<file path="config.mk">
export PLATFORM = sky130hd
export DESIGN_NAME = mdbc_top
export DESIGN_NICKNAME = d
export VERILOG_FILES = /design/src/mdbc_pkg.sv /design/src/mdbc_sync.sv /design/src/mdbc_top.sv
export SDC_FILE = /design/constraint.sdc
export NUM_CORES = 1
export LEC_CHECK = 0
export BUFFER_PORTS_ARGS = -buffer_cell sky130_fd_sc_hd__buf_4
export CAP_MARGIN = 20
export CELL_PAD_IN_SITES_DETAIL_PLACEMENT = 0
export CELL_PAD_IN_SITES_GLOBAL_PLACEMENT = 1
export CORE_MARGIN = 2
export CORE_UTILIZATION = 31
export CTS_CLUSTER_DIAMETER = 100
export DETAILED_ROUTE_END_ITERATION = 6
export PLACE_DENSITY = 0.87
export SYNTH_ARGS = -nofsm -noshare
export SYNTH_HDL_FRONTEND = slang
export SYNTH_SLANG_ARGS = --single-unit
</file>
<file path="constraint.sdc">
create_clock -name aclk -period 1.7 [get_ports aclk]
set_clock_uncertainty 0.15 [all_clocks]
set_input_delay 0.255 -clock aclk [delete_from_list [all_inputs] [get_ports aclk]]
set_output_delay 0.255 -clock aclk [all_outputs]
set_load 0.01 [all_outputs]
</file>
<file path="src/mdbc_pkg.sv">
// Summary of operation
// - Bond status 00 means word sync seen; 01 asks to add one K28.5.
// - Bond status 10 deletes the next framing character; 11 is normal data.
// - Bond status changes on the same edge as the receive data outputs.
// - Status bus driven only as master, all four bonded, receive on reference clock.
// - Lead select low makes master with status pins out; high makes them inputs.
// - Lead select is honoured only in quad bonding on reference clock.
// - All-aligned flag is open-drain wired-AND, high only when every lane framed.
// - All-aligned flag driven only when four bonded on reference clock.
// - Inhibit low blocks offset adjust until every bonded lane saw the sequence.
// - Inhibit high lets each lane that saw the sequence align on its own.
// - Without the master channel in the group no lane bonds.
// - Test mode select high for five test clocks resets the test controller.
// - Test data output is driven only in the data and instruction shift states, released otherwise.
// - Test and device reset low resets the test controller asynchronously.
// - Reset sampled low resets state machines and centres buffer pointers.
// - After reset release outputs are deterministic in under 16 clocks.
// - Self-test, output enable and lane enable latches clear on device reset.
package mdbc_pkg;
  localparam logic [1:0] MDBC_CODE_SYNC   = 2'h0;
  localparam logic [1:0] MDBC_CODE_INSERT = 2'h1;
  localparam logic [1:0] MDBC_CODE_DELETE = 2'h2;
  localparam logic [1:0] MDBC_CODE_NORMAL = 2'h3;

  localparam logic [7:0] MDBC_OFS_CTRL    = 8'h00;
  localparam logic [7:0] MDBC_OFS_STATE   = 8'h04;
  localparam logic [7:0] MDBC_OFS_IRQ_ST  = 8'h08;
  localparam logic [7:0] MDBC_OFS_IRQ_EN  = 8'h0C;
  localparam logic [7:0] MDBC_OFS_IRQ_CLR = 8'h10;

  localparam logic [31:0] MDBC_CTRL_RESET   = 32'h0000_0001;
  localparam logic [3:0]  MDBC_IRQ_EN_RESET = 4'h0;
  localparam logic [3:0]  MDBC_EB_NOMINAL   = 4'h8;
  localparam int          MDBC_IRQ_BITS     = 4;

  localparam logic [3:0] MDBC_SETTLE_CYCLES = 4'h8;
  localparam int         MDBC_SETTLE_LIMIT  = 16;
  localparam logic [2:0] MDBC_TMS_RESET_CNT = 3'h5;

  localparam logic [1:0] MDBC_RESP_OKAY   = 2'h0;
  localparam logic [1:0] MDBC_RESP_SLVERR = 2'h2;

  typedef enum logic [3:0] {
    MDBC_TLR = 4'h0, MDBC_RTI = 4'h1, MDBC_SDR = 4'h3, MDBC_CDR = 4'h2,
    MDBC_SHDR = 4'h6, MDBC_E1DR = 4'h7, MDBC_PDR = 4'h5, MDBC_E2DR = 4'h4,
    MDBC_UDR = 4'hC, MDBC_SIR = 4'hD, MDBC_CIR = 4'hF, MDBC_SHIR = 4'hE,
    MDBC_E1IR = 4'hA, MDBC_PIR = 4'hB, MDBC_E2IR = 4'h9, MDBC_UIR = 4'h8
  } mdbc_tap_e;
endpackage

</file>
<file path="src/mdbc_sync.sv">
`timescale 1ns/1ps
module mdbc_sync #(
  parameter int W = 1
) (
  input  wire logic         aclk,
  input  wire logic         aresetn,
  input  wire logic [W-1:0] d,
  output logic      [W-1:0] q
);
  logic [W-1:0] meta_reg;

  // First stage feeds only the second one
  always_ff @(posedge aclk) begin
    if (!aresetn) begin
      meta_reg <= '0;
      q        <= '0;
    end else begin
      meta_reg <= d;
      q        <= meta_reg;
    end
  end
endmodule // mdbc_sync

</file>
<file path="src/mdbc_top.sv">
// The AXI4-Lite interface to the registers and the address map were left to the implementer.
`timescale 1ns/1ps
module mdbc_top
  import mdbc_pkg::*;
#(
  parameter int LANES = 4
) (
  input  wire logic             aclk,
  input  wire logic             aresetn,
  input  wire logic [7:0]       s_axi_awaddr,
  input  wire logic             s_axi_awvalid,
  output logic                  s_axi_awready,
  input  wire logic [31:0]      s_axi_wdata,
  input  wire logic [3:0]       s_axi_wstrb,
  input  wire logic             s_axi_wvalid,
  output logic                  s_axi_wready,
  output logic [1:0]            s_axi_bresp,
  output logic                  s_axi_bvalid,
  input  wire logic             s_axi_bready,
  input  wire logic [7:0]       s_axi_araddr,
  input  wire logic             s_axi_arvalid,
  output logic                  s_axi_arready,
  output logic [31:0]           s_axi_rdata,
  output logic [1:0]            s_axi_rresp,
  output logic                  s_axi_rvalid,
  input  wire logic             s_axi_rready,
  output logic                  irq,
  input  wire logic             test_and_device_reset_n,
  input  wire logic             lead_select_n,
  input  wire logic             quad_bond,
  input  wire logic             rx_on_ref_clock,
  input  wire logic             align_inhibit_n,
  input  wire logic             master_in_group,
  input  wire logic [LANES-1:0] lane_framed,
  input  wire logic [LANES-1:0] lane_bond_seen,
  input  wire logic [1:0]       local_status,
  input  wire logic [39:0]      rx_word_in,
  output logic [39:0]           rx_word_out,
  input  wire logic [1:0]       bond_status_bus_i,
  output logic [1:0]            bond_status_bus_o,
  output logic [1:0]            bond_status_bus_oe,
  input  wire logic             all_aligned_i,
  output logic                  all_aligned_o,
  output logic                  all_aligned_oe,
  output logic [LANES-1:0]      align_permit,
  output logic                  eb_resync,
  output logic                  eb_insert,
  output logic                  eb_delete,
  output logic [3:0]            eb_pointer,
  input  wire logic             selftest_latch_enable,
  input  wire logic             output_enable_latch_enable,
  input  wire logic             rx_lane_latch_enable,
  input  wire logic [3:0]       latch_data,
  output logic [3:0]            selftest_en,
  output logic [3:0]            output_en,
  output logic [3:0]            rx_lane_en,
  input  wire logic             tms,
  input  wire logic             tck,
  input  wire logic             tdi,
  output logic                  tdo_o,
  output logic                  tdo_oe
);
  logic [10:0] pin_s;
  logic        lead_s, quad_s, ref_s, inh_s, all_in_s, tms_s, tck_s, tdi_s, trst_s;
  logic [1:0]  bus_s;
  logic [2:0]  le_s;

  mdbc_sync #(.W(11)) u_sync (
    .aclk    (aclk),
    .aresetn (aresetn),
    .d       ({test_and_device_reset_n, lead_select_n, quad_bond, rx_on_ref_clock,
                align_inhibit_n, bond_status_bus_i, all_aligned_i, tms, tck, tdi}),
    .q       (pin_s)
  );
  assign {trst_s, lead_s, quad_s, ref_s, inh_s, bus_s, all_in_s, tms_s, tck_s, tdi_s}
    = pin_s;
  assign le_s = {selftest_latch_enable, output_enable_latch_enable, rx_lane_latch_enable};

  logic dev_rst;
  assign dev_rst = !aresetn || !trst_s;

  logic [31:0]              ctrl_reg;
  logic [MDBC_IRQ_BITS-1:0] irq_st_reg, irq_en_reg, irq_ev;
  logic                     wr_fire;
  logic [31:0]              wr_data_reg;
  logic [7:0]               wr_addr_reg;

  logic [3:0] settle_reg;
  logic       settled;
  always_ff @(posedge aclk) begin
    if (dev_rst) begin
      settle_reg <= '0;
    end else if (!settled) begin
      settle_reg <= settle_reg + 4'h1;
    end
  end
  assign settled = (settle_reg == MDBC_SETTLE_CYCLES);

  // Lead select only counts in quad bonding on the reference clock
  logic mode_ok, bonded, is_master, is_slave, drive_bus, drive_all;
  logic all_framed, all_seen;
  assign mode_ok    = quad_s && ref_s;
  assign bonded     = quad_s && master_in_group;
  assign is_master  = mode_ok && !lead_s;
  assign is_slave   = mode_ok && lead_s;
  assign drive_bus  = is_master && bonded && settled && ctrl_reg[0];
  assign drive_all  = bonded && ref_s && settled;
  assign all_framed = &lane_framed;
  assign all_seen   = &lane_bond_seen;

  logic [1:0] status_reg;
  always_ff @(posedge aclk) begin
    if (dev_rst) begin
      status_reg  <= MDBC_CODE_NORMAL;
      rx_word_out <= '0;
    end else begin
      status_reg  <= local_status;
      rx_word_out <= rx_word_in;
    end
  end

  // Open drain: only low is driven, the pull-up supplies high
  assign bond_status_bus_o  = 2'h0;
  assign bond_status_bus_oe = drive_bus ? ~status_reg : 2'h0;
  assign all_aligned_o      = 1'b0;
  assign all_aligned_oe     = drive_all && !all_framed;

  always_ff @(posedge aclk) begin
    if (dev_rst || !bonded) begin
      align_permit <= '0;
    end else if (!inh_s) begin
      align_permit <= all_seen ? lane_bond_seen : '0;
    end else begin
      align_permit <= lane_bond_seen;
    end
  end

  always_ff @(posedge aclk) begin
    if (dev_rst) begin
      eb_resync  <= 1'b0;
      eb_insert  <= 1'b0;
      eb_delete  <= 1'b0;
      eb_pointer <= MDBC_EB_NOMINAL;
    end else begin
      eb_resync <= is_slave && settled && (bus_s == MDBC_CODE_SYNC);
      eb_insert <= is_slave && settled && (bus_s == MDBC_CODE_INSERT);
      eb_delete <= is_slave && settled && (bus_s == MDBC_CODE_DELETE);
      if (eb_resync) begin
        eb_pointer <= MDBC_EB_NOMINAL;
      end else if (eb_insert) begin
        eb_pointer <= eb_pointer + 4'h1;
      end else if (eb_delete) begin
        eb_pointer <= eb_pointer - 4'h1;
      end
    end
  end

  // Latches modelled as flops: one clock later than true transparency
  always_ff @(posedge aclk) begin
    if (dev_rst) begin
      selftest_en <= '0;
      output_en   <= '0;
      rx_lane_en  <= '0;
    end else begin
      if (le_s[2]) selftest_en <= latch_data;
      if (le_s[1]) output_en <= latch_data;
      if (le_s[0]) rx_lane_en <= latch_data;
    end
  end

  mdbc_tap_e  tap_reg, tap_next;
  logic       tck_prev, tck_rise, tck_fall, bypass_reg;
  logic [1:0] ir_reg;
  logic [2:0] tms_cnt;
  assign tck_rise = tck_s && !tck_prev;
  assign tck_fall = !tck_s && tck_prev;

  always_comb begin
    tap_next = tap_reg;
    case (tap_reg)
      MDBC_TLR:  tap_next = tms_s ? MDBC_TLR : MDBC_RTI;
      MDBC_RTI:  tap_next = tms_s ? MDBC_SDR : MDBC_RTI;
      MDBC_SDR:  tap_next = tms_s ? MDBC_SIR : MDBC_CDR;
      MDBC_CDR:  tap_next = tms_s ? MDBC_E1DR : MDBC_SHDR;
      MDBC_SHDR: tap_next = tms_s ? MDBC_E1DR : MDBC_SHDR;
      MDBC_E1DR: tap_next = tms_s ? MDBC_UDR : MDBC_PDR;
      MDBC_PDR:  tap_next = tms_s ? MDBC_E2DR : MDBC_PDR;
      MDBC_E2DR: tap_next = tms_s ? MDBC_UDR : MDBC_SHDR;
      MDBC_UDR:  tap_next = tms_s ? MDBC_SDR : MDBC_RTI;
      MDBC_SIR:  tap_next = tms_s ? MDBC_TLR : MDBC_CIR;
      MDBC_CIR:  tap_next = tms_s ? MDBC_E1IR : MDBC_SHIR;
      MDBC_SHIR: tap_next = tms_s ? MDBC_E1IR : MDBC_SHIR;
      MDBC_E1IR: tap_next = tms_s ? MDBC_UIR : MDBC_PIR;
      MDBC_PIR:  tap_next = tms_s ? MDBC_E2IR : MDBC_PIR;
      MDBC_E2IR: tap_next = tms_s ? MDBC_UIR : MDBC_SHIR;
      MDBC_UIR:  tap_next = tms_s ? MDBC_SDR : MDBC_RTI;
      default:   tap_next = MDBC_TLR;
    endcase
  end

  // Raw pin is the asynchronous reset; no edge on aclk is needed
  always_ff @(posedge aclk or negedge test_and_device_reset_n) begin
    if (!test_and_device_reset_n) begin
      tap_reg    <= MDBC_TLR;
      tms_cnt    <= '0;
      tck_prev   <= 1'b0;
      bypass_reg <= 1'b0;
      ir_reg     <= 2'h1;
      tdo_o      <= 1'b0;
    end else begin
      tck_prev <= tck_s;
      if (tck_rise) begin
        if (tms_s && tms_cnt < MDBC_TMS_RESET_CNT) tms_cnt <= tms_cnt + 3'h1;
        if (!tms_s) tms_cnt <= '0;
        if (tms_s && tms_cnt >= MDBC_TMS_RESET_CNT - 3'h1) begin
          tap_reg <= MDBC_TLR;
        end else begin
          tap_reg <= tap_next;
        end
        if (tap_reg == MDBC_SHDR) bypass_reg <= tdi_s;
        if (tap_reg == MDBC_CDR) bypass_reg <= 1'b0;
        if (tap_reg == MDBC_SHIR) ir_reg <= {tdi_s, ir_reg[1]};
        if (tap_reg == MDBC_CIR) ir_reg <= 2'h1;
      end
      if (tck_fall) begin
        tdo_o <= (tap_reg == MDBC_SHIR) ? ir_reg[0] : bypass_reg;
      end
    end
  end
  assign tdo_oe = (tap_reg == MDBC_SHDR) || (tap_reg == MDBC_SHIR);

  logic all_framed_prev, tap_tlr_prev;
  always_ff @(posedge aclk) begin
    if (dev_rst) begin
      all_framed_prev <= 1'b0;
      tap_tlr_prev    <= 1'b1;
    end else begin
      all_framed_prev <= all_framed;
      tap_tlr_prev    <= (tap_reg == MDBC_TLR);
    end
  end
  assign irq_ev = {(tap_reg == MDBC_TLR) && !tap_tlr_prev, eb_resync,
                   !all_framed && all_framed_prev, all_framed && !all_framed_prev};

  logic aw_held, w_held;
  assign s_axi_awready = !aw_held && !s_axi_bvalid;
  assign s_axi_wready  = !w_held && !s_axi_bvalid;
  assign wr_fire       = aw_held && w_held && !s_axi_bvalid;

  always_ff @(posedge aclk) begin
    if (!aresetn) begin
      aw_held      <= 1'b0;
      w_held       <= 1'b0;
      wr_addr_reg  <= '0;
      wr_data_reg  <= '0;
      s_axi_bvalid <= 1'b0;
      s_axi_bresp  <= MDBC_RESP_OKAY;
    end else begin
      if (s_axi_awvalid && s_axi_awready) begin
        aw_held     <= 1'b1;
        wr_addr_reg <= s_axi_awaddr;
      end
      if (s_axi_wvalid && s_axi_wready) begin
        w_held      <= 1'b1;
        wr_data_reg <= s_axi_wdata;
      end
      if (wr_fire) begin
        aw_held      <= 1'b0;
        w_held       <= 1'b0;
        s_axi_bvalid <= 1'b1;
        s_axi_bresp  <= (wr_addr_reg == MDBC_OFS_CTRL || wr_addr_reg == MDBC_OFS_IRQ_EN ||
                         wr_addr_reg == MDBC_OFS_IRQ_CLR) ? MDBC_RESP_OKAY : MDBC_RESP_SLVERR;
      end else if (s_axi_bready) begin
        s_axi_bvalid <= 1'b0;
      end
    end
  end

  // Byte strobes are ignored: every field lives in the low byte
  always_ff @(posedge aclk) begin
    if (!aresetn) begin
      ctrl_reg   <= MDBC_CTRL_RESET;
      irq_en_reg <= MDBC_IRQ_EN_RESET;
    end else if (wr_fire && wr_addr_reg == MDBC_OFS_CTRL) begin
      ctrl_reg <= {31'h0, wr_data_reg[0]};
    end else if (wr_fire && wr_addr_reg == MDBC_OFS_IRQ_EN) begin
      irq_en_reg <= wr_data_reg[MDBC_IRQ_BITS-1:0];
    end
  end

  // New events win over a clear in the same cycle
  always_ff @(posedge aclk) begin
    if (!aresetn) begin
      irq_st_reg <= '0;
    end else if (wr_fire && wr_addr_reg == MDBC_OFS_IRQ_CLR) begin
      irq_st_reg <= (irq_st_reg & ~wr_data_reg[MDBC_IRQ_BITS-1:0]) | irq_ev;
    end else begin
      irq_st_reg <= irq_st_reg | irq_ev;
    end
  end
  assign irq = |(irq_st_reg & irq_en_reg);

  assign s_axi_arready = !s_axi_rvalid;
  always_ff @(posedge aclk) begin
    if (!aresetn) begin
      s_axi_rvalid <= 1'b0;
      s_axi_rdata  <= '0;
      s_axi_rresp  <= MDBC_RESP_OKAY;
    end else if (s_axi_arvalid && s_axi_arready) begin
      s_axi_rvalid <= 1'b1;
      s_axi_rresp  <= MDBC_RESP_OKAY;
      case (s_axi_araddr)
        MDBC_OFS_CTRL:   s_axi_rdata <= ctrl_reg;
        MDBC_OFS_STATE:  s_axi_rdata <= {20'h0, eb_pointer, settled, drive_bus, is_master,
                                          all_framed, align_permit};
        MDBC_OFS_IRQ_ST: s_axi_rdata <= {28'h0, irq_st_reg};
        MDBC_OFS_IRQ_EN: s_axi_rdata <= {28'h0, irq_en_reg};
        default: begin
          s_axi_rdata <= '0;
          s_axi_rresp <= MDBC_RESP_SLVERR;
        end
      endcase
    end else if (s_axi_rready) begin
      s_axi_rvalid <= 1'b0;
    end
  end
endmodule // mdbc_top

</file>
==> impl_summary.md <==
Run status
The run finished, with violations left. The final reports fail on setup timing.

Logic synthesis
In this run the biggest area consumer among cell types represents 48.2% of the synthesized area. sky130_fd_sc_hd__dfxtp_1 is the most common cell in the netlist. The prevailing post-synth register cell is sky130_fd_sc_hd__dfxtp_1. In this run the mean area of a mapped cell was a little under 10 µm². Of all flip-flops after synthesis, the portion carrying an async set or reset was under 10%. The synthesis warning total is 0.

The cell area after synthesis is approximately 0.0054 mm². The number of flops mapped to enable cells by yosys is 0. After technology mapping, the gate count stands at approximately 540. The dominant cell type by area after synthesis is sky130_fd_sc_hd__dfxtp_1. The register bit total from synthesis is ~140.

Yosys mapped the design onto 54 distinct sky130hd cell types. Ranked by total cell area, the synthesized netlist is headed by sky130_fd_sc_hd__dfxtp_1, sky130_fd_sc_hd__mux2i_1, sky130_fd_sc_hd__dfrtp_1, sky130_fd_sc_hd__and3_1, sky130_fd_sc_hd__nor2_1. After synthesis, flip-flops and latches occupy between 50% and 60% of the total area. Ranked by instance count, the synthesized netlist is headed by sky130_fd_sc_hd__dfxtp_1, sky130_fd_sc_hd__nor2_1, sky130_fd_sc_hd__and3_1, sky130_fd_sc_hd__mux2i_1, sky130_fd_sc_hd__nand2_1.

Placement
The placement-stage worst setup slack is -0.101 ns. The placed cell area is 0.00708 mm². The count of port buffers added during placement is approximately 180. The detailed-placement wirelength estimate is roughly 9600 µm. The final weighted congestion of routability-driven global placement is 0.752.

STA
The post-route fraction of the period consumed by the critical path is 115%. The hold violation count in the final report is 0. The achievable clock frequency is ~500 MHz. Setup repair after global routing could not meet its margin everywhere.

The final hold slack is ~0.035 ns. After layout, the minimum clock period comes to 1.96 ns. After layout, the worst setup slack is -0.257 ns.

Setup violations remaining at the end of the flow were counted as 5. The number of slew-limit violations in the final report is 0.

Global route
The global-route track usage on met3 is 4.55%. The total overflow reported by the global router is 0. The number of antenna violations at the first check in global routing is 0.

Entering global routing, the biggest net connects 55 pins. Across every metal layer, demand over resource in global routing totals between 10% and 20%. The layer flagged by global routing as most heavily used is met2. The met2 track utilization from global routing is 26.9%. The number of global-route vias before repair was ~4600. The global-route met1 utilization is 18.4%. The global-route wire length before repair is about 23000 µm.

Drt
The antenna violation net count after detailed routing is 0. The first detailed-routing pass took 5 iterations. The post-detailed-route wirelength per cell is 13.5 µm.

The final wirelength is 14400 µm. The via count normalized by instance count is around 4.4. The first routing iteration left 198 violations.

Summing over every cut layer, the via total after detailed routing is 4749. The detailed-route DRC error count is 0.

Floorplanning
approximately 240 I/O pins were placed. The total number of placement rows is 48. For this configuration, the core starts out at a cell density of between 30% and 40%. Measured along the y axis, the die boundary spans about 140 µm. The core box area is 0.0172 mm². The floorplan step set the die width to between 100 and 150 µm. The die covers around 0.018 mm².

Final layout
In the final layout, the registers with the most flip-flops are rx_word_out x40, s_axi_rdata x12. The net count of the finished layout is 966. 0 antenna diodes ended up in the layout. The register with the most flip-flops in the layout has 40 of them. The share of post-route cells with drive strength above 1 is approximately a third. The area growth from synthesis to layout is 59.3%. The final instance area is between 0.008 and 0.009 mm². The number of fill cells is 1621. The register with the most flip-flops is rx_word_out.

Worst setup path
The critical path in this run is classified as reg -> out. For the worst setup path, the data required time is about 1.3 ns. At the worst endpoint, the arrival time is between 1.5 and 2 ns. The kind of end point of the critical path is an output pin. The category of the worst setup path launch point is a flip-flop. Of all nets on the critical path, the largest fanout is 2.

Power and ir drop
Across the VDD grid, the largest voltage drop is approximately 0.00069 V. For this design the static power due to leakage is about 3.9 nW. Overall power consumption after layout is estimated at 8.29 mW. The power density over cell area is between 900 and 1000 mW/mm².

Hold path
The path class of the tightest hold or removal check is in -> reg.

CTS
The clock tree from TritonCTS is built. The TritonCTS sink count is 142. The clock latency reported for the late side of the worst-skew pair is 0.41 ns. The number of buffers between clock root and the deepest sink is 2.

The cell at the root of the clock tree is sky130_fd_sc_hd__clkbuf_16. Clock-pin slew was measured on the worst setup and hold paths at 0.06 ns. CTS built an H-tree with a depth of 4.

The number of clock buffers added by TritonCTS is 17.

Flow run
The max capacitance violation total is 0.
-- where the power goes --
group          total, mW  switching (mW)  internal, mW
logic               1.09           0.475         0.618
registers           3.52          0.0764          3.44
clock network       3.68            1.42          2.26
-- worst max-delay path: stages (launching register included) --
cell and delay (ns):
sky130_fd_sc_hd__dfxtp_2 0.32, sky130_fd_sc_hd__inv_2 0.06, sky130_fd_sc_hd__ha_4 0.13, sky130_fd_sc_hd__nand3b_1 0.11
sky130_fd_sc_hd__nor2_2 0.13, sky130_fd_sc_hd__buf_4 0.13, sky130_fd_sc_hd__and3_4 0.17, sky130_fd_sc_hd__buf_6 0.10
-- per-layer routing --
layer  part of all wire [%]  vias to the layer above  routed length (µm)
met5                      0                        -                   0
met1                     43                     2209                6260
met4                    1.5                        0                 212
met2                     50                      126                7210
met3                    5.0                       15                 715
li1                       -                     2399                   -
-- placed cells by master (no fill, tap or decap), types with 6 or more instances in the layout --
master / Yosys / routed
sky130_fd_sc_hd__nand2_1: 27 / 27
sky130_fd_sc_hd__nor3_1: 6 / 6
sky130_fd_sc_hd__mux2i_1: 30 / 30
sky130_fd_sc_hd__buf_4: 25 / 215
sky130_fd_sc_hd__nor2_1: 64 / 61
sky130_fd_sc_hd__and2_1: 20 / 20
sky130_fd_sc_hd__clkbuf_16: 0 / 17
sky130_fd_sc_hd__a21oi_1: 17 / 16
sky130_fd_sc_hd__dfrtp_1: 11 / 11
sky130_fd_sc_hd__dfxtp_1: 130 / 125
sky130_fd_sc_hd__a31oi_1: 6 / 6
sky130_fd_sc_hd__dlygate4sd3_1: 0 / 81
sky130_fd_sc_hd__and3_1: 43 / 42
sky130_fd_sc_hd__nand2b_1: 12 / 12
sky130_fd_sc_hd__nor2b_1: 11 / 11
sky130_fd_sc_hd__a22oi_1: 12 / 12
sky130_fd_sc_hd__a22o_1: 6 / 6
sky130_fd_sc_hd__inv_1: 9 / 7
sky130_fd_sc_hd__o21ai_0: 15 / 15
sky130_fd_sc_hd__conb_1: 1 / 25
-- worst paths after layout --
| path | start | end | slack (ns) | cells past startpoint |
|---|---|---|---|---|
| max reg2reg | wr_addr_reg[6] | irq_en_reg[3] | -0.01 | 5 |
| min | aresetn | irq_st_reg[2] | 0.03 | 3 |
| max in group asynchronous | test_and_device_reset_n | ir_reg[0] | 1.08 | 2 |
| min reg2reg | u_sync.q[1] | tck_prev | 0.23 | 0 |
| min in group asynchronous | test_and_device_reset_n | tck_prev | 0.09 | 2 |
| max | settle_reg[1] | all_aligned_oe | -0.26 | 7 |
-- cells by family after synthesis --
kind of cell,count (synthesis),synth area share [%]
DFF,142,53.8
xor gates and xnor gates,5,0.812
buffers and inverters,64,6.22
muxes,34,6.61
AOI/OAI and AO/OA,73,8.84
adders and majority gates,6,1.53
and+or+nand+nor,218,22.1
other,1,0.0695
-- timing repair --
item / 4_1_cts / 5_1_grt
gates resized for setup: 13 / 11
hold buffers: 81 / 0
pin swaps: 5 / 0
hold endpoints to repair: 95 / 0
setup buffers: 2 / 3
endpoints found under the setup margin: 9 / 15
-- area by class of cell --
type,count,area [µm²],share of cell area [%]
Timing Repair Buffer,300,2470,28.7
Clock buffer,21,460,5.36
Tap cell,225,282,3.28
Sequential cell,142,2910,33.9
Multi-Input combinational cell,361,2300,26.8
Clock inverter,11,131,1.53
Inverter,10,37.5,0.437
-- per-stage QoR --
step,utilization [%],TNS (ns),instances
finish,50.0,-0.693,1070
global route,50.0,-1.44,1070
CTS,49.7,-0.778,1067
detailed placement,41.2,-0.601,952
global placement,41.2,-0.603,952
floorplan,-,0,567
Power figures use the tool's default switching activity.
